**src/rtl/chroma_hue_pkg.sv**
```systemverilog
// constants for the chroma gain, hue and field loop control registers
package chroma_hue_pkg;
	localparam logic [11:0] chroma_v_gain_low_off = 12'h038;
	localparam logic [11:0] hue_phase_offset_off = 12'h03C;
	localparam logic [11:0] even_field_loop_control_off = 12'h040;
	localparam logic [11:0] odd_field_loop_control_off = 12'h0C0;
	localparam logic [11:0] control_bits_off = 12'h100;
	localparam logic [11:0] scale_ratio_off = 12'h104;
	localparam logic [7:0] chroma_v_gain_low_rst = 8'hB4;
	localparam logic [7:0] hue_phase_offset_rst = 8'h00;
	localparam logic [7:0] loop_control_rst = 8'h00;
	localparam logic [1:0] control_bits_rst = 2'h2;
	localparam logic [7:0] scale_ratio_rst = 8'h00;
	localparam int peak_bit = 7;
	localparam int chroma_auto_gain_enable_bit = 6;
	localparam int low_colour_removal_enable_bit = 5;
	localparam int horizontal_filter_select_lo = 3;
	localparam int luma_decimation_disable_bit = 1;
	localparam int v_top_bit = 0;
	localparam logic [8:0] v_gain_unity = 9'h0B4;
	localparam logic [7:0] hue_step_centideg = 8'h46;
	localparam logic [7:0] scale_half = 8'h80;
	localparam logic [7:0] scale_quarter = 8'h40;
	localparam logic [7:0] scale_eighth = 8'h20;
	localparam logic [1:0] resp_okay = 2'h0;
	localparam logic [1:0] resp_slverr = 2'h2;
	typedef enum logic [1:0] {
		filt_none = 2'h0,
		filt_cif = 2'h1,
		filt_qcif = 2'h2,
		filt_icon = 2'h3
	} filter_sel_t;
	typedef enum logic [1:0] {
		peak_off = 2'h0,
		peak_min = 2'h1,
		peak_med = 2'h2,
		peak_max = 2'h3
	} peak_sel_t;
	typedef enum logic [1:0] {
		wr_idle = 2'h0,
		wr_resp = 2'h1
	} wr_state_t;
endpackage : chroma_hue_pkg

```
**src/rtl/chroma_hue_filter_control.sv**
```systemverilog
// register bank for v gain, hue offset and per-field loop control
`timescale 1ns/1ns
`default_nettype none
//
// Contract
// - v gain low byte at 0x038, read/write, resets to 0xB4
// - nine-bit v gain is top bit above the low byte
// - v component scaled by gain, 0x0B4 means unity
// - hue at 0x03C, resets zero, two's complement subcarrier phase offset
// - 256 hue steps of 0.7 degrees, zero leaves hue unchanged
// - even loop control 0x040, odd 0x0C0, each used in own field
// - bit 7 picks peaking filters instead of low-pass filters
// - bit 6 enables chroma automatic gain control
// - bit 5 enables low-colour detection and removal
// - bits 4:3 pick cif, qcif or icon low-pass filter
// - code 00 picks filter automatically from horizontal scale ratio
// - with peaking, bits 4:3 pick minimum, medium or maximum peaking
// - decimation disable bit zero enables decimation, one disables it
// - control bit 0 holds v gain top bit
module chroma_hue_filter_control (
	input wire logic aclk,
	input wire logic aresetn,
	input wire logic [11:0] s_axi_awaddr,
	input wire logic s_axi_awvalid,
	output logic s_axi_awready,
	input wire logic [31:0] s_axi_wdata,
	input wire logic [3:0] s_axi_wstrb,
	input wire logic s_axi_wvalid,
	output logic s_axi_wready,
	output logic [1:0] s_axi_bresp,
	output logic s_axi_bvalid,
	input wire logic s_axi_bready,
	input wire logic [11:0] s_axi_araddr,
	input wire logic s_axi_arvalid,
	output logic s_axi_arready,
	output logic [31:0] s_axi_rdata,
	output logic [1:0] s_axi_rresp,
	output logic s_axi_rvalid,
	input wire logic s_axi_rready,
	input wire logic odd_field,
	input wire logic [8:0] v_in,
	output logic [17:0] v_scaled,
	output logic [8:0] chroma_v_gain,
	output logic [7:0] hue_phase,
	output logic peak_enable,
	output chroma_hue_pkg::peak_sel_t peak_strength,
	output logic chroma_auto_gain_enable,
	output logic low_colour_removal_enable,
	output chroma_hue_pkg::filter_sel_t horizontal_filter_select,
	output logic luma_decimation_disable
);
	import chroma_hue_pkg::*;

	logic [7:0] v_low_r;
	logic [7:0] hue_r;
	logic [7:0] even_loop_r;
	logic [7:0] odd_loop_r;
	logic [1:0] ctrl_r;
	logic [7:0] scale_r;
	logic [11:0] aw_addr_r;
	logic aw_have_r;
	logic [31:0] w_data_r;
	logic w_strb0_r;
	logic w_have_r;
	wr_state_t wr_state_r;

	// map a word address to its 8-bit read value, with a hit flag
	function automatic logic [8:0] read_word(
		input logic [11:0] a,
		input logic [7:0] vl,
		input logic [7:0] hu,
		input logic [7:0] ev,
		input logic [7:0] od,
		input logic [1:0] ct,
		input logic [7:0] sc
	);
		logic [8:0] r;
		r = 9'h000;
		case (a)
			chroma_v_gain_low_off: r = {1'b1, vl};
			hue_phase_offset_off: r = {1'b1, hu};
			even_field_loop_control_off: r = {1'b1, ev};
			odd_field_loop_control_off: r = {1'b1, od};
			control_bits_off: r = {1'b1, 6'h00, ct};
			scale_ratio_off: r = {1'b1, sc};
			default: r = 9'h000;
		endcase
		return r;
	endfunction : read_word

	// write channel: address and data accepted in either order
	wire aw_take = s_axi_awvalid & s_axi_awready;
	wire w_take = s_axi_wvalid & s_axi_wready;
	wire have_aw = aw_have_r | aw_take;
	wire have_w = w_have_r | w_take;
	wire [11:0] wa = aw_have_r ? aw_addr_r : s_axi_awaddr;
	wire [31:0] wd = w_have_r ? w_data_r : s_axi_wdata;
	wire ws0 = w_have_r ? w_strb0_r : s_axi_wstrb[0];
	// a write waits until both halves are in hand
	wire do_write = (wr_state_r == wr_idle) & have_aw & have_w;
	wire wr_lane = do_write & ws0;
	wire [11:0] wa_word = {wa[11:2], 2'h0};
	// same decoder as the read side, reused for the response code
	wire [8:0] wr_hit = read_word(wa_word, v_low_r, hue_r, even_loop_r,
		odd_loop_r, ctrl_r, scale_r);
	wire wr_v = wr_lane & (wa_word == chroma_v_gain_low_off);
	wire wr_hue = wr_lane & (wa_word == hue_phase_offset_off);
	wire wr_even = wr_lane & (wa_word == even_field_loop_control_off);
	wire wr_odd = wr_lane & (wa_word == odd_field_loop_control_off);
	wire wr_ctrl = wr_lane & (wa_word == control_bits_off);
	wire wr_scale = wr_lane & (wa_word == scale_ratio_off);

	// read channel: one outstanding read, answered one cycle after the address is accepted
	wire ar_take = s_axi_arvalid & s_axi_arready;
	wire [8:0] rd_hit = read_word({s_axi_araddr[11:2], 2'h0}, v_low_r,
		hue_r, even_loop_r, odd_loop_r, ctrl_r, scale_r);

	// field selects its own loop control word
	wire [7:0] loop_sel = odd_field ? odd_loop_r : even_loop_r;
	wire peak_sel = loop_sel[peak_bit];
	wire [1:0] hf_code = loop_sel[horizontal_filter_select_lo+1:horizontal_filter_select_lo];
	wire [8:0] gain_sel = {ctrl_r[v_top_bit], v_low_r};
	// auto pick from ratio of output to input width, 0x80 = one half
	wire [1:0] auto_filt = (scale_r >= scale_half) ? filt_none :
		(scale_r >= scale_quarter) ? filt_cif :
		(scale_r >= scale_eighth) ? filt_qcif : filt_icon;
	wire [1:0] lp_code = (hf_code == 2'h0) ? auto_filt : hf_code;
	// decimation disabled or peaking on means no low-pass filter runs
	wire [1:0] filt_nxt = (peak_sel | ctrl_r[luma_decimation_disable_bit]) ? filt_none :
		lp_code;
	wire [1:0] peak_nxt = peak_sel ? hf_code : peak_off;
	// full-scale product kept; datapath divides by unity code itself
	wire [17:0] v_prod = v_in * gain_sel;

	always_ff @(posedge aclk) begin
		if (!aresetn) begin
			v_low_r <= chroma_v_gain_low_rst;
		end else if (wr_v) begin
			v_low_r <= wd[7:0];
		end
	end

	always_ff @(posedge aclk) begin
		if (!aresetn) begin
			hue_r <= hue_phase_offset_rst;
		end else if (wr_hue) begin
			hue_r <= wd[7:0];
		end
	end

	// reserved bits 2:0 kept as written; software keeps them zero
	always_ff @(posedge aclk) begin
		if (!aresetn) begin
			even_loop_r <= loop_control_rst;
		end else if (wr_even) begin
			even_loop_r <= wd[7:0];
		end
	end

	always_ff @(posedge aclk) begin
		if (!aresetn) begin
			odd_loop_r <= loop_control_rst;
		end else if (wr_odd) begin
			odd_loop_r <= wd[7:0];
		end
	end

	// bit 0 is the gain top bit, bit 1 the decimation disable
	always_ff @(posedge aclk) begin
		if (!aresetn) begin
			ctrl_r <= control_bits_rst;
		end else if (wr_ctrl) begin
			ctrl_r <= wd[1:0];
		end
	end

	// ratio only steers the automatic filter pick
	always_ff @(posedge aclk) begin
		if (!aresetn) begin
			scale_r <= scale_ratio_rst;
		end else if (wr_scale) begin
			scale_r <= wd[7:0];
		end
	end

	always_ff @(posedge aclk) begin
		if (!aresetn) begin
			aw_have_r <= 1'b0;
			w_have_r <= 1'b0;
			aw_addr_r <= 12'h000;
			w_data_r <= 32'h0000_0000;
			w_strb0_r <= 1'b0;
			wr_state_r <= wr_idle;
			s_axi_awready <= 1'b0;
			s_axi_wready <= 1'b0;
			s_axi_bvalid <= 1'b0;
			s_axi_bresp <= resp_okay;
		end else begin
			if (aw_take) aw_addr_r <= s_axi_awaddr;
			if (w_take) w_data_r <= s_axi_wdata;
			if (w_take) w_strb0_r <= s_axi_wstrb[0];
			// readies stay low until the response is taken: one write in flight
			case (wr_state_r)
				wr_idle: begin
					if (do_write) begin
						wr_state_r <= wr_resp;
						aw_have_r <= 1'b0;
						w_have_r <= 1'b0;
						s_axi_awready <= 1'b0;
						s_axi_wready <= 1'b0;
						s_axi_bvalid <= 1'b1;
						s_axi_bresp <= wr_hit[8] ? resp_okay : resp_slverr;
					end else begin
						aw_have_r <= have_aw;
						w_have_r <= have_w;
						s_axi_awready <= ~have_aw;
						s_axi_wready <= ~have_w;
					end
				end
				wr_resp: begin
					if (s_axi_bready) begin
						wr_state_r <= wr_idle;
						s_axi_bvalid <= 1'b0;
						s_axi_awready <= 1'b1;
						s_axi_wready <= 1'b1;
					end
				end
				default: wr_state_r <= wr_idle;
			endcase
		end
	end

	always_ff @(posedge aclk) begin
		if (!aresetn) begin
			s_axi_arready <= 1'b0;
			s_axi_rvalid <= 1'b0;
			s_axi_rdata <= 32'h0000_0000;
			s_axi_rresp <= resp_okay;
		end else if (s_axi_rvalid) begin
			if (s_axi_rready) begin
				s_axi_rvalid <= 1'b0;
				s_axi_arready <= 1'b1;
			end
		end else if (ar_take) begin
			// data captured at acceptance, so a later write cannot tear it
			s_axi_arready <= 1'b0;
			s_axi_rvalid <= 1'b1;
			s_axi_rdata <= {24'h000000, rd_hit[7:0]};
			s_axi_rresp <= rd_hit[8] ? resp_okay : resp_slverr;
		end else begin
			s_axi_arready <= 1'b1;
		end
	end

	// controls registered so every output leaves a flip-flop
	always_ff @(posedge aclk) begin
		if (!aresetn) begin
			v_scaled <= 18'h00000;
			chroma_v_gain <= v_gain_unity;
		end else begin
			v_scaled <= v_prod;
			chroma_v_gain <= gain_sel;
		end
	end

	// signed 0.7 degree steps, datapath adds to subcarrier phase
	always_ff @(posedge aclk) begin
		if (!aresetn) begin
			hue_phase <= hue_phase_offset_rst;
		end else begin
			hue_phase <= hue_r;
		end
	end

	// loop bits follow the field input one cycle later
	always_ff @(posedge aclk) begin
		if (!aresetn) begin
			peak_enable <= 1'b0;
			peak_strength <= peak_off;
			chroma_auto_gain_enable <= 1'b0;
			low_colour_removal_enable <= 1'b0;
		end else begin
			peak_enable <= peak_sel;
			peak_strength <= peak_sel_t'(peak_nxt);
			chroma_auto_gain_enable <= loop_sel[chroma_auto_gain_enable_bit];
			low_colour_removal_enable <= loop_sel[low_colour_removal_enable_bit];
		end
	end

	always_ff @(posedge aclk) begin
		if (!aresetn) begin
			horizontal_filter_select <= filt_none;
			luma_decimation_disable <= 1'b1;
		end else begin
			horizontal_filter_select <= filter_sel_t'(filt_nxt);
			luma_decimation_disable <= ctrl_r[luma_decimation_disable_bit];
		end
	end
endmodule : chroma_hue_filter_control
`default_nettype wire

```
**config.mk**
```make
export PLATFORM = sky130hd
export DESIGN_NAME = chroma_hue_filter_control
export DESIGN_NICKNAME = d
export VERILOG_FILES = /design/src/rtl/chroma_hue_pkg.sv /design/src/rtl/chroma_hue_filter_control.sv
export SDC_FILE = /design/constraint.sdc
export NUM_CORES = 1
export LEC_CHECK = 0
export BUFFER_PORTS_ARGS = -buffer_cell sky130_fd_sc_hd__buf_4
export CELL_PAD_IN_SITES_DETAIL_PLACEMENT = 1
export CELL_PAD_IN_SITES_GLOBAL_PLACEMENT = 2
export CORE_MARGIN = 2
export CORE_UTILIZATION = 33
export DETAILED_ROUTE_END_ITERATION = 7
export PLACE_DENSITY = 0.77
export SLEW_MARGIN = 40
export SYNTH_ARGS = -nofsm -noshare
export SYNTH_HDL_FRONTEND = slang
export SYNTH_SLANG_ARGS = --single-unit
```
**constraint.sdc**
```tcl
create_clock -name aclk -period 4.8 [get_ports aclk]
set_input_delay 0.72 -clock aclk [delete_from_list [all_inputs] [get_ports aclk]]
set_output_delay 0.72 -clock aclk [all_outputs]
set_load 0.005 [all_outputs]
```
Word-level counts from Yosys, hierarchy flattened:

Index checks and enable logic that the tools add are counted.

* register bits after elaboration: 127
* latch bits: 0
* memory bits (writable): 0
* memory bits (read-only): 0
* bits of input ports: 77
* output and inout bits: 84
* word-level logic and storage cells: 109
* memories: 0

* $add $sub $neg: 0
* multipliers: 1
* div/mod/pow operators: 0
* order comparisons: 3
* equality and inequality tests: 16
* shift operators: 0
* mux-type cells: 31
* bitwise operators: 19
* reduce and logical (&&, ||, !) cells: 10

Operators by type and width (count)
* one-hot mux 9 bit (6 select lines): 2
* equality test 10 x 4 -> 1 bit, second input constant: 4
* equality test 10 x 7 -> 1 bit, second input constant: 4
* equality test 10 x 5 -> 1 bit, second input constant: 2
* equality test 10 x 6 -> 1 bit, second input constant: 2
* multiplier 9 x 9 -> 18 bit: 1
* two-way mux 8 bit: 2
* two-way mux 1 bit: 15
* two-way mux 2 bit: 7
* bitwise AND 1 bit: 12
* two-way mux 12 bit: 1
* AND reduction 2 bit: 5
* greater-or-equal comparator 8 x 6 -> 1 bit, second input constant: 1
* greater-or-equal comparator 8 x 7 -> 1 bit, second input constant: 1
* greater-or-equal comparator 8 bit, second input constant: 1
* one-hot mux 1 bit (2 select lines): 3
* logical NOT 2 bit: 2
* inequality test 2 bit, second input constant: 2
* NOT 1 bit: 4
* one-hot mux 2 bit (2 select lines): 1
* OR 1 bit: 3
* AND reduction 3 bit: 1
* equality test 2 x 1 -> 1 bit, second input constant: 1
* inequality test 2 x 1 -> 1 bit, second input constant: 1
* other kinds (2): 2

Depth between registers and ports, before layout:

Gate-level depths: netlist (run 1).

* word-level depth: 6
* mapped depth: 17
* depth with buffers taken out: 15

Least setup slack after synthesis (run 1):

OpenSTA, ideal clock, no wires.

* kind: input to register
* start point: in v_in[4]
* end point: reg v_scaled[13]
* setup time: 128 ps
* data arrival time: 4334 ps
* data required time: 4672 ps
* slack: 339 ps
* stages: 14
* buffers on the path: 1
* cells stage by stage: and2_1 > fa_1 > fa_1 > fa_1 > inv_1 > fa_1 > inv_1 > ha_1 > clkbuf_1 > a21o_1 > a21o_1 > a221oi_1 > xor2_1 > nor2_1

* cells in the longest elaborated chain, start to end: 1

RTL lines
* from (decl): line chroma_hue_filter_control.sv:41 `input wire logic [8:0] v_in,`
* multiplier 9 x 9 -> 18 bit: line chroma_hue_filter_control.sv:133 `wire [17:0] v_prod = v_in * gain_sel;`
* to (signal assigned): line chroma_hue_filter_control.sv:261 `v_scaled <= v_prod;`
* to (decl): line chroma_hue_filter_control.sv:42 `output logic [17:0] v_scaled,`

No other way between the ends.
A chain may end at the register's enable or synchronous reset.

Final worst setup path (run 1):

* start point: reg v_low_r[2]
* end point: reg v_scaled[16]

* cells in the longest elaborated chain, start to end: 1

RTL lines
* from (decl): line chroma_hue_filter_control.sv:54 `logic [7:0] v_low_r;`
* from (signal assigned): line chroma_hue_filter_control.sv:137 `v_low_r <= chroma_v_gain_low_rst;`
* from (signal assigned): line chroma_hue_filter_control.sv:139 `v_low_r <= wd[7:0];`
* multiplier 9 x 9 -> 18 bit: line chroma_hue_filter_control.sv:133

No other way between the ends.

==> reports/results.tsv, run 1 <==
stage	metric	value	unit
grt	first-pass GRT wire length	31500	um
setup_path	Worst path most repeated cell	fa_1	
routing	WL per Instance	15.7	um
synth	sequential-to-total area share from yosys stat	31.8	%
synth	top post-synthesis cells by area	dfxtp_1 (32%), fa_1 (13%), mux2i_1 (7.6%)	
synth	mux cell area share after synthesis	10.4	%
min_path	worst min path class	flop to flop	
timing	Pins Over Slew Limit	0	
min_path	worst hold path stage count	2	
grt	Overall Global Routing Usage	16.6	%
power_and_ir_drop	static leakage	4.54	nW
timing	Final Setup Violations	0	
layout	final net count	1108	
synth	synthesized area per cell	9.05	um2
floorplan	core area	0.0226	mm2
floorplan	initial core utilization	33.7	%
setup_path	crit path capture type	flop	
timing	period utilisation layout	92.4	%
routing	via count	5897	
timing	Worst Max-Slew Pin Slew	0.776	ns
setup_path	Arr. time, crit path	4.71	ns
routing	routed wire length	19500	um
cts	CTS resizes	0	
routing	Detailed Routing Iterations Pass 1	4	
synth	Simple-Gate Fraction of Synth Area	19.7	%
routing	vias per cell	4.75	
timing	Fin Hold WS	0.449	ns
place	DP HPWL	14800	um
cts	clk sinks	121	
synth	asr flop ratio synth	0	%
power_and_ir_drop	maximum VDD drop	0.210	mV
synth	synthesized flop and latch total	121	
timing	clock skew	0.0110	ns
synth	Post-synth EDFFs	0	
synth	Ys Warns	0	
place	pre-CTS setup slack	0.0271	ns
setup_path	CP required	5.07	ns
synth	Gate Count Post-Synth	842	
layout	Non-Filler Instances	1241	
synth	largest family of logic cells by synthesized area	simple AND/OR/NAND/NOR gates	
cts	Clock Latency Late Sink	0.41	ns
synth	compound-gate portion of the synthesized area	8.73	%
synth	Cell variety after synth	63	
setup_path	crit path kind	flop to flop	
setup_path	CP max FO	11	
grt	initial antenna violation count	0	
grt	number of global-route vias before repair	6064	
floorplan	I/O pin count	161	
cts	TritonCTS clock tree	built	
cts	htree depth	4	
timing	final hold viol count	0	
setup_path	critical-path cell list	nand2_1 -> fa_1 -> inv_1 -> fa_1 -> ha_1 -> inv_1 -> fa_1 -> inv_1 -> fa_1 -> a211oi_1 -> o21bai_1 -> a41oi_1 -> o311ai_0	
routing	DR DRC count	0	
cts	deepest clock path buffer count	2	
setup_path	Worst setup SP type	flop	
synth	cell accounting for the most synthesized area	dfxtp_1	
place	Inst Count DP	1209	
cts	total CTS buffers	17	
timing	max_slew headroom	48.2	%
timing	RSZ-0062 raised after global routing	no	
layout	area grow syn2layout	20.7	%
floorplan	Chip Height	156	um
synth	Syn Std Cell Area	0.00762	mm2
synth	Synth Flop Type	dfxtp_1	
layout	layout cell share with drive strength beyond 1	19.1	%
setup_path	Worst Reg-to-Reg Cells	13	
place	Port Buffers	103	
timing	fin crit period	4.43	ns
floorplan	die area	0.0243	mm2
run	max_cap viols	0	
timing	Setup WS post-layout	0.367	ns
run_status	outcome	finished clean	
cts	Post-CTS Setup Repair Bufs	0	
setup_path	slowest cell delay on critical path	0.60	ns
power_and_ir_drop	Cell Pwr Density	341	mW/mm2
place	global placer's final weighted congestion	0.768	
synth	xor/xnor share of the synthesized area	0.804	%
synth	Post-Synth Adder-Cell Area	19.4	%
cts	Hold-fix buffers, CTS	0	
grt	pin count of the biggest net entering global routing	74	
cts	Reg clk slew, reported paths	0.06	ns
routing	ANT nets after route	0	
floorplan	width of the die	156	um
layout	ANT cells	0	
synth	Yosys top cell area share	31.8	%
cts	Clock Root Buffer	clkbuf_16	
grt	total congestion overflow	0	
timing	fmax	0.226	GHz
timing	setup TNS	0	ns
routing	initial DRC count	171	
floorplan	row cnt	55	
power_and_ir_drop	Tot Pwr	3.14	mW
setup_path	slowest CP cell	dfxtp_1	
## critical path, delay by kind of cell, from the launching register on
family / cells / cell delay (ns)
AND/OR/NAND/NOR: 1 / 0.15
flip-flops: 1 / 0.60
adder cells (fa/ha/maj): 5 / 2.32
AO/OA/AOI/OAI: 4 / 1.06
buffers and inverters: 3 / 0.18
## final timing paths
path | to | start | slack, ns
min reg2reg | w_data_r[4]$_SDFFE_PN0P_ | w_data_r[4]$_SDFFE_PN0P_ | 0.45
max reg2reg | v_scaled[16]$_SDFF_PN0_ | v_low_r[2]$_SDFFE_PN1P_ | 0.37
min | w_data_r[4]$_SDFFE_PN0P_ | w_data_r[4]$_SDFFE_PN0P_ | 0.45
max | v_scaled[16]$_SDFF_PN0_ | v_low_r[2]$_SDFFE_PN1P_ | 0.37
## state kept, by name, indices dropped and copies added, names as in the netlist, 2 cells and up
signal,count
aw_addr_r,10
odd_loop_r,8
ctrl_r,2
chroma_v_gain,9
w_data_r,8
v_low_r,8
peak_strength,2
s_axi_rdata,8
even_loop_r,8
scale_r,8
v_scaled,18
hue_phase,8
hue_r,8
horizontal_filter_select,2
## power by group
group,internal [mW],switching (mW)
combinational,0.323,0.397
clock,0.828,0.511
sequential,1.06,0.0258
total,2.21,0.933
## metal layers
layer | vias up | track usage, % | routed length (um)
li1 | 2896 | - | -
met1 | 2888 | 22.4 | 9380
met2 | 104 | 27.4 | 9280
met3 | 9 | 2.86 | 737
met4 | 0 | 4.54 | 136
met5 | - | 0 | 0
## logic make-up after synthesis
| kind of cell | after synthesis |
|---|---|
| flip-flops | 121 |
| AND/OR/NAND/NOR | 294 |
| other | 1 |
| buffers and inverters | 150 |
| XOR/XNOR | 7 |
| adder cells (fa/ha/maj) | 88 |
| multiplexers | 77 |
| AO/OA/AOI/OAI | 104 |
## cells in the mapped netlist (11+ instances only)
cell,number
nand2_1,134
mux2_2,16
nor2_1,43
o21ai_0,11
dfxtp_1,121
clkbuf_1,24
ha_1,38
inv_1,91
buf_4,26
and2_1,57
a21oi_1,42
mux2i_1,58
fa_1,50
## cells in the final DEF (no fill, tap or decap), types with 3 or more instances in the layout
cell / instances
a211oi_1: 7
a21o_1: 6
a21oi_1: 42
a221oi_1: 4
a31oi_1: 4
and2_1: 57
and3_1: 3
buf_4: 116
clkbuf_16: 17
clkbuf_8: 4
conb_1: 26
dfxtp_1: 121
fa_1: 50
ha_1: 38
inv_1: 91
inv_6: 4
mux2_1: 3
mux2_2: 16
mux2i_1: 58
nand2_1: 134
nand2_4: 3
nand2b_1: 10
nand3_1: 4
nand3b_1: 5
nor2_1: 43
nor3_1: 5
nor3b_1: 7
nor4_1: 3
o211ai_1: 3
o21ai_0: 11
o21ai_1: 7
o2bb2ai_1: 3
or3_1: 3
xor2_1: 5
## cell type report
type	count	area, um2
Timing Repair Buffer	116	871
Multi-Input combinational cell	596	4600
Fill cell	2640	13400
Tap cell	285	357
Clock inverter	11	133
Inverter	91	342
Sequential cell	121	2420
Clock buffer	21	480
## stage by stage
step           util, %  cell area (um2)
4_1_cts           40.6             9200
5_1_grt           40.6             9200
3_5_place_dp      37.9             8590
6_report          40.6             9200
2_1_floorplan        -             7710
3_3_place_gp      37.9             8590
Note: power is estimated with default switching activity, not from simulation.
==> run 2: changes to the inputs <==
Settings changed: BUFFER_PORTS_ARGS -buffer_cell sky130_fd_sc_hd__buf_4 to -buffer_cell sky130_fd_sc_hd__buf_2.
==> run 2 against run 1 <==
  * Maximum frequency is 1.9% lower
  * Clock power is 6% lower
  * Sequential share of layout area is 0.78 points higher
  * Register-to-register slack worse by 0.09 ns
  * Routed wire length is 0.48% higher
  * Global-route usage is 0.35 points higher
  * Count of clock-buffer cells in the layout is 2 higher
  * First-iteration DRC count is 7.0% higher
  * Total power is 3.2% lower
  * Largest power group unchanged
  * Highest routed layer unchanged
==> reports/results.tsv, run 2 (synthesized netlist as in run 1, its figures left out) <==
stage	metric	value	unit	change
setup_path	CP startpoint	v_low_r[2]$_SDFFE_PN1P_		unchanged
layout	layout cell share with drive strength beyond 1	19.3	%	was 19.1%
setup_path	crit path kind	flop to flop		unchanged
setup_path	r2r startpoint	v_low_r[2]$_SDFFE_PN1P_		unchanged
timing	Pins Over Slew Limit	0		unchanged
routing	initial DRC count	183		was 171
timing	fmax	0.221	GHz	was 0.226 GHz
setup_path	crit path capture type	flop		unchanged
setup_path	slowest cell delay on critical path	0.60	ns	about the same
timing	clock skew	0.00729	ns	was 0.0110 ns
layout	ANT cells	0		unchanged
place	global placer's final weighted congestion	0.751		was 0.768
grt	number of global-route vias before repair	6119		was 6064
layout	area grow syn2layout	17.3	%	was 20.7%
cts	deepest clock path buffer count	2		unchanged
timing	fin crit period	4.52	ns	was 4.43 ns
cts	Clock Root Buffer	clkbuf_16		unchanged
grt	first-pass GRT wire length	32300	um	was 31500 um
timing	final hold viol count	0		unchanged
floorplan	core area	0.0226	mm2	unchanged
layout	most common cell after layout, fill and taps aside	nand2_1		unchanged
routing	Detailed Routing Iterations Pass 1	4		unchanged
timing	period utilisation layout	94.2	%	was 92.4%
timing	Worst Max-Slew Pin Slew	0.743	ns	was 0.776 ns
cts	Clock Latency Late Sink	0.41	ns	about the same
grt	total congestion overflow	0		unchanged
setup_path	Worst setup SP type	flop		unchanged
grt	initial antenna violation count	0		unchanged
timing	max_slew headroom	50.4	%	was 48.2%
power_and_ir_drop	static leakage	4.49	nW	was 4.54 nW
setup_path	Arr. time, crit path	4.78	ns	was 4.71 ns
cts	total CTS buffers	17		unchanged
setup_path	end of the worst register-to-register path	v_scaled[16]$_SDFF_PN0_		unchanged
timing	setup TNS	0	ns	unchanged
timing	Setup WS post-layout	0.280	ns	was 0.367 ns
grt	pin count of the biggest net entering global routing	56		was 74
setup_path	R2R setup slack	0.28	ns	was 0.37 ns
cts	Post-CTS Setup Repair Bufs	0		unchanged
place	pre-CTS setup slack	0.0152	ns	was 0.0271 ns
power_and_ir_drop	maximum VDD drop	0.211	mV	was 0.210 mV
floorplan	width of the die	156	um	unchanged
cts	Hold-fix buffers, CTS	0		unchanged
run	max_cap viols	0		unchanged
setup_path	CP max FO	11		unchanged
setup_path	slowest CP cell	dfxtp_1		unchanged
setup_path	critical-path cell list	nand2_1 -> fa_1 -> inv_1 -> ha_1 -> ha_1 -> inv_1 -> fa_1 -> inv_1 -> ha_1 -> fa_1 -> a211oi_1 -> o21bai_1 -> a41oi_1 -> o311ai_0		was nand2_1 -> fa_1 -> inv_1 -> fa_1 -> ha_1 -> inv_1 -> fa_1 -> inv_1 -> fa_1 -> a211oi_1 -> o21bai_1 -> a41oi_1 -> o311ai_0
cts	Reg clk slew, reported paths	0.06	ns	about the same
cts	clk sinks	121		unchanged
run_status	outcome	finished clean		unchanged
routing	vias per cell	4.78		was 4.75
routing	DR DRC count	0		unchanged
layout	commonest cells after routing, fill and taps aside	nand2_1 (134), dfxtp_1 (121), buf_2 (103), inv_1 (91), mux2i_1 (58)		was nand2_1 (134), dfxtp_1 (121), buf_4 (116), inv_1 (91), mux2i_1 (58)
routing	WL per Instance	15.8	um	was 15.7 um
cts	TritonCTS clock tree	built		unchanged
cts	htree depth	4		unchanged
layout	final net count	1112		was 1108
setup_path	crit path capture	v_scaled[16]$_SDFF_PN0_		unchanged
floorplan	Chip Height	156	um	unchanged
place	DP HPWL	15000	um	was 14800 um
power_and_ir_drop	Cell Pwr Density	340	mW/mm2	was 341 mW/mm2
layout	Non-Filler Instances	1245		was 1241
timing	RSZ-0062 raised after global routing	no		unchanged
grt	Overall Global Routing Usage	16.9	%	was 16.6%
floorplan	die area	0.0243	mm2	unchanged
floorplan	row cnt	55		unchanged
place	Port Buffers	103		unchanged
floorplan	I/O pin count	161		unchanged
layout	biggest regs	v_scaled x18, aw_addr_r x10, chroma_v_gain x9		unchanged
layout	max reg flops	18		unchanged
place	Inst Count DP	1213		was 1209
cts	CTS resizes	0		unchanged
routing	ANT nets after route	0		unchanged
min_path	worst min path class	flop to flop		unchanged
setup_path	CP required	5.06	ns	was 5.07 ns
timing	Final Setup Violations	0		unchanged
floorplan	initial core utilization	33.7	%	unchanged
routing	via count	5957		was 5897
setup_path	Worst Reg-to-Reg Cells	14		was 13
layout	Reg with most FFs	v_scaled		unchanged
routing	routed wire length	19600	um	was 19500 um
run 2: changes by cell type in the layout (fill, tap and decap cells not counted), sizes merged:
cell	delta
buf	+4
clkinvlp	+1
bufinv	-1
clkbuf	+2
inv	-2
run 2: report_power, final:
group / switching [mW] / internal, mW
clock: 0.493 / 0.770
combinational: 0.400 / 0.297
sequential: 0.0239 / 1.06
total: 0.917 / 2.12
run 2: layer usage:
layer	global-route usage, %	vias to the layer above	wire length [um]
li1	-	2903	-
met1	23.3	2943	9590
met2	27.7	99	9190
met3	2.81	12	681
met5	0	-	0
met4	4.06	0	164
run 2: worst min-delay path by stage:
| stage | start | cells past startpoint | endpoint | slack [ns] |
|---|---|---|---|---|
| 2_1_floorplan | hue_r[0]$_SDFFE_PN0P_ | 2 | hue_phase[0]$_SDFF_PN0_ | 0.42 |
| 3_3_place_gp | s_axi_rdata[3]$_SDFFE_PN0P_ | 2 | s_axi_rdata[3]$_SDFFE_PN0P_ | 0.44 |
| 3_5_place_dp | s_axi_rdata[3]$_SDFFE_PN0P_ | 2 | s_axi_rdata[3]$_SDFFE_PN0P_ | 0.44 |
| 4_1_cts | s_axi_rdata[7]$_SDFFE_PN0P_ | 2 | s_axi_rdata[7]$_SDFFE_PN0P_ | 0.45 |
| 5_1_grt | w_data_r[0]$_SDFFE_PN0P_ | 2 | w_data_r[0]$_SDFFE_PN0P_ | 0.47 |
| 6_report | s_axi_rdata[4]$_SDFFE_PN0P_ | 2 | s_axi_rdata[4]$_SDFFE_PN0P_ | 0.45 |
run 2: worst max-delay path, delay by kind of cell (launching register included):
family	cells	cell delay, ns
adders and majority gates	6	2.32
AOI/OAI and AO/OA	4	1.16
DFF	1	0.60
and+or+nand+nor	1	0.15
buffers and inverters	3	0.14
run 2: through the flow:
| step | power [mW] | cell area, um2 | hold slack, ns | utilization (%) |
|---|---|---|---|---|
| finish | 3.04 | 8940 | 0.450 | 39.5 |
| global route | 3.23 | 8940 | 0.466 | 39.5 |
| CTS | 3.09 | 8940 | 0.453 | 39.5 |
| detailed placement | 1.81 | 8360 | 0.443 | 36.9 |
| global placement | 1.80 | 8360 | 0.436 | 36.9 |
| floorplan | 1.59 | 7710 | 0.422 | - |
run 2: layout make-up:
| cell class | count | area [um2] |
|---|---|---|
| fillers | 2662 | 13700 |
| multi-input cells | 596 | 4600 |
| flip-flops and latches | 121 | 2420 |
| repair buffers | 120 | 643 |
| clock buffers | 23 | 488 |
| well taps | 285 | 357 |
| inverters | 91 | 342 |
| clock inverters | 9 | 88.8 |
==> run 3: changes to the inputs <==
Settings changed: ABC_AREA set to 1, CORE_ASPECT_RATIO set to 0.6, CORE_UTILIZATION 33 to 31, PLACE_DENSITY 0.77 to 0.79.
==> run 3 against run 2 <==
  * Clock skew is 0.0031 ns higher
  * Synthesized area is 3.2% higher
  * Critical path depth is 2 higher
  * Sequential share of layout area is 0.69 points lower
  * Total power is 1.5% higher
  * Routed wire length is 24% higher
  * Via count is 18% higher
  * Highest routed layer unchanged
==> reports/results.tsv, run 3 <==
stage	metric	value	unit	change
floorplan	initial core utilization	31.3	%	was 33.7%
routing	vias per cell	4.52		was 4.78
synth	Ys Warns	0		unchanged
cts	Post-CTS Setup Repair Bufs	0		unchanged
synth	Synth Flop Type	dfxtp_1		unchanged
routing	WL met2	9340	um	was 9190 um
setup_path	slowest cell delay on critical path	0.67	ns	was 0.60 ns
synth	sequential-to-total area share from yosys stat	30.8	%	was 31.8%
synth	Yosys top cell area share	30.8	%	was 31.8%
cts	deepest clock path buffer count	2		unchanged
routing	routed wire length	24300	um	was 19600 um
place	global placer's final weighted congestion	0.828		was 0.751
place	DP HPWL	18900	um	was 15000 um
timing	max_slew headroom	46.8	%	was 50.4%
layout	max reg flops	18		unchanged
timing	period utilisation layout	92.7	%	was 94.2%
timing	fmax	0.225	GHz	was 0.221 GHz
synth	top post-synthesis cells by area	dfxtp_1 (31%), fa_1 (13%), nand2_1 (12%)		was dfxtp_1 (32%), fa_1 (13%), mux2i_1 (7.6%)
timing	Fin Hold WS	0.454	ns	was 0.450 ns
timing	Pins Over Slew Limit	0		unchanged
layout	final net count	1377		was 1112
cts	Hold-fix buffers, CTS	0		unchanged
min_path	worst min path class	flop to flop		unchanged
cts	total CTS buffers	17		unchanged
setup_path	CP max FO	12		was 11
layout	Reg with most FFs	v_scaled		unchanged
routing	Top Layer Used	met4		unchanged
floorplan	row cnt	45		was 55
routing	Post-Route M1 WL	13600	um	was 9590 um
synth	synthesized area per cell	6.99	um2	was 9.05 um2
layout	commonest cells after routing, fill and taps aside	nand2_1 (245), inv_1 (213), nor2_1 (137), dfxtp_1 (121), buf_2 (103)		was nand2_1 (134), dfxtp_1 (121), buf_2 (103), inv_1 (91), mux2i_1 (58)
power_and_ir_drop	Cell Pwr Density	337	mW/mm2	was 340 mW/mm2
power_and_ir_drop	maximum VDD drop	0.190	mV	was 0.211 mV
synth	top-count cell post-synth	nand2_1		unchanged
cts	Reg clk slew, reported paths	0.06	ns	about the same
synth	Syn Std Cell Area	0.00786	mm2	was 0.00762 mm2
grt	total congestion overflow	0		unchanged
timing	Final Setup Violations	0		unchanged
synth	asr flop ratio synth	0	%	unchanged
layout	area grow syn2layout	16.7	%	was 17.3%
routing	met3 wire len	1030	um	was 681 um
synth	top cells by count, synth	nand2_1 (245), inv_1 (214), nor2_1 (137), dfxtp_1 (121), o21ai_0 (64)		was nand2_1 (134), dfxtp_1 (121), inv_1 (91), mux2i_1 (58), and2_1 (57)
setup_path	Arr. time, crit path	4.82	ns	was 4.78 ns
setup_path	crit path kind	flop to flop		unchanged
synth	Gate Count Post-Synth	1124		was 842
power_and_ir_drop	Tot Pwr	3.09	mW	was 3.04 mW
routing	via count	7028		was 5957
floorplan	die area	0.0267	mm2	was 0.0243 mm2
cts	Clock Latency Late Sink	0.44	ns	was 0.41 ns
synth	cell accounting for the most synthesized area	dfxtp_1		unchanged
layout	biggest regs	v_scaled x18, aw_addr_r x10, chroma_v_gain x9		unchanged
run_status	outcome	finished clean		unchanged
synth	Cell variety after synth	33		was 63
routing	DR DRC count	0		unchanged
grt	initial antenna violation count	0		unchanged
grt	number of global-route vias before repair	7123		was 6119
grt	first-pass GRT wire length	39600	um	was 32300 um
synth	Post-synth EDFFs	0		unchanged
floorplan	core area	0.0251	mm2	was 0.0226 mm2
timing	Worst Max-Slew Pin Slew	0.796	ns	was 0.743 ns
setup_path	slowest CP cell	dfxtp_1		unchanged
floorplan	Chip Height	127	um	was 156 um
floorplan	width of the die	210	um	was 156 um
cts	clk sinks	121		unchanged
place	Port Buffers	103		unchanged
timing	final hold viol count	0		unchanged
routing	ANT nets after route	0		unchanged
synth	synthesized flop and latch total	121		unchanged
timing	setup TNS	0	ns	unchanged
setup_path	crit path capture type	flop		unchanged
routing	initial DRC count	371		was 183
routing	Detailed Routing Iterations Pass 1	4		unchanged
timing	clock skew	0.0104	ns	was 0.00729 ns
cts	htree depth	4		unchanged
cts	TritonCTS clock tree	built		unchanged
timing	fin crit period	4.45	ns	was 4.52 ns
floorplan	I/O pin count	161		unchanged
layout	ANT cells	0		unchanged
layout	most common cell after layout, fill and taps aside	nand2_1		unchanged
setup_path	CP required	5.17	ns	was 5.06 ns
cts	CTS resizes	0		unchanged
run	max_cap viols	0		unchanged
cts	Clock Root Buffer	clkbuf_16		unchanged
timing	RSZ-0062 raised after global routing	no		unchanged
grt	pin count of the biggest net entering global routing	94		was 56
power_and_ir_drop	static leakage	4.95	nW	was 4.49 nW
layout	layout cell share with drive strength beyond 1	13.1	%	was 19.3%
grt	Overall Global Routing Usage	19.4	%	was 16.9%
setup_path	critical-path cell list	nand2_1 -> fa_1 -> inv_1 -> fa_1 -> inv_1 -> fa_1 -> fa_1 -> inv_1 -> ha_1 -> a21oi_1 -> nand2_1 -> a21oi_1 -> o21ai_0 -> nand2_1 -> nand2_1 -> nor2_1		was nand2_1 -> fa_1 -> inv_1 -> ha_1 -> ha_1 -> inv_1 -> fa_1 -> inv_1 -> ha_1 -> fa_1 -> a211oi_1 -> o21bai_1 -> a41oi_1 -> o311ai_0
routing	WL per Instance	15.7	um	was 15.8 um
setup_path	Worst setup SP type	flop		unchanged
-- run 3: cell count changes in the layout (fill, tap and decap cells not counted), sizes merged, moves of 7 or more --
cell    change
inv       +124
mux2i      -58
mux2       -19
o21ai      +65
nand4      +17
nand2b     -10
a21oi      +17
nor3b       -7
nor2       +94
nand3      +52
a211oi      -8
and2       -57
nand2     +108
-- run 3: power breakdown --
part | internal [mW] | total, mW | switching (mW)
sequential | 1.06 | 1.09 | 0.0259
combinational | 0.233 | 0.690 | 0.457
clock | 0.805 | 1.31 | 0.504
-- run 3: path summary, 6_finish.rpt --
check / slack [ns] / startpoint / depth (start not counted) / endpoint
max: 0.35 / v_low_r[1]$_SDFFE_PN0P_ / 16 / v_scaled[14]$_SDFF_PN0_
min: 0.45 / aw_addr_r[3]$_SDFFE_PN0P_ / 2 / aw_addr_r[3]$_SDFFE_PN0P_
max reg2reg: 0.35 / v_low_r[1]$_SDFFE_PN0P_ / 16 / v_scaled[14]$_SDFF_PN0_
min reg2reg: 0.45 / aw_addr_r[3]$_SDFFE_PN0P_ / 2 / aw_addr_r[3]$_SDFFE_PN0P_
-- run 3: per-layer routing --
layer,vias to the layer above,global-route usage (%)
li1,3549,-
met1,3297,30.3
met2,157,26.5
met3,25,3.66
met4,0,5.72
met5,-,0
-- run 3: cell families after synthesis --
kind of cell	after synthesis	synth area share [%]
XOR/XNOR	1	0.111
other	1	0.0477
buffers and inverters	288	15.4
AND/OR/NAND/NOR	473	24.8
adder cells (fa/ha/maj)	88	18.8
flip-flops	121	30.8
AO/OA/AOI/OAI	152	10.1
-- run 3: worst max-delay path: cells and delay by family (launching register included) --
family,cells,cell delay (ns)
fa+ha+maj,5,2.37
flops,1,0.67
compound gates,3,0.66
simple gates,5,0.55
buf+inv,3,0.14
-- run 3: area by class of cell --
type / instances / area, um2
multi-input combinational: 740 / 4330
timing repair buffer: 114 / 602
sequential: 121 / 2420
tap: 329 / 412
inverter: 218 / 818
clock inverter: 10 / 118
fill: 3214 / 15900
clock buffer: 22 / 474
-- run 3: through the flow --
step	util [%]	std cells	setup slack [ns]	area, um2
after floorplan	-	1149	0.439	7960
after global placement	34.2	1522	0.184	8580
after detailed placement	34.2	1522	0.117	8580
after CTS	36.5	1554	0.338	9170
after global routing	36.5	1554	0.0204	9170
final	36.5	1554	0.350	9170
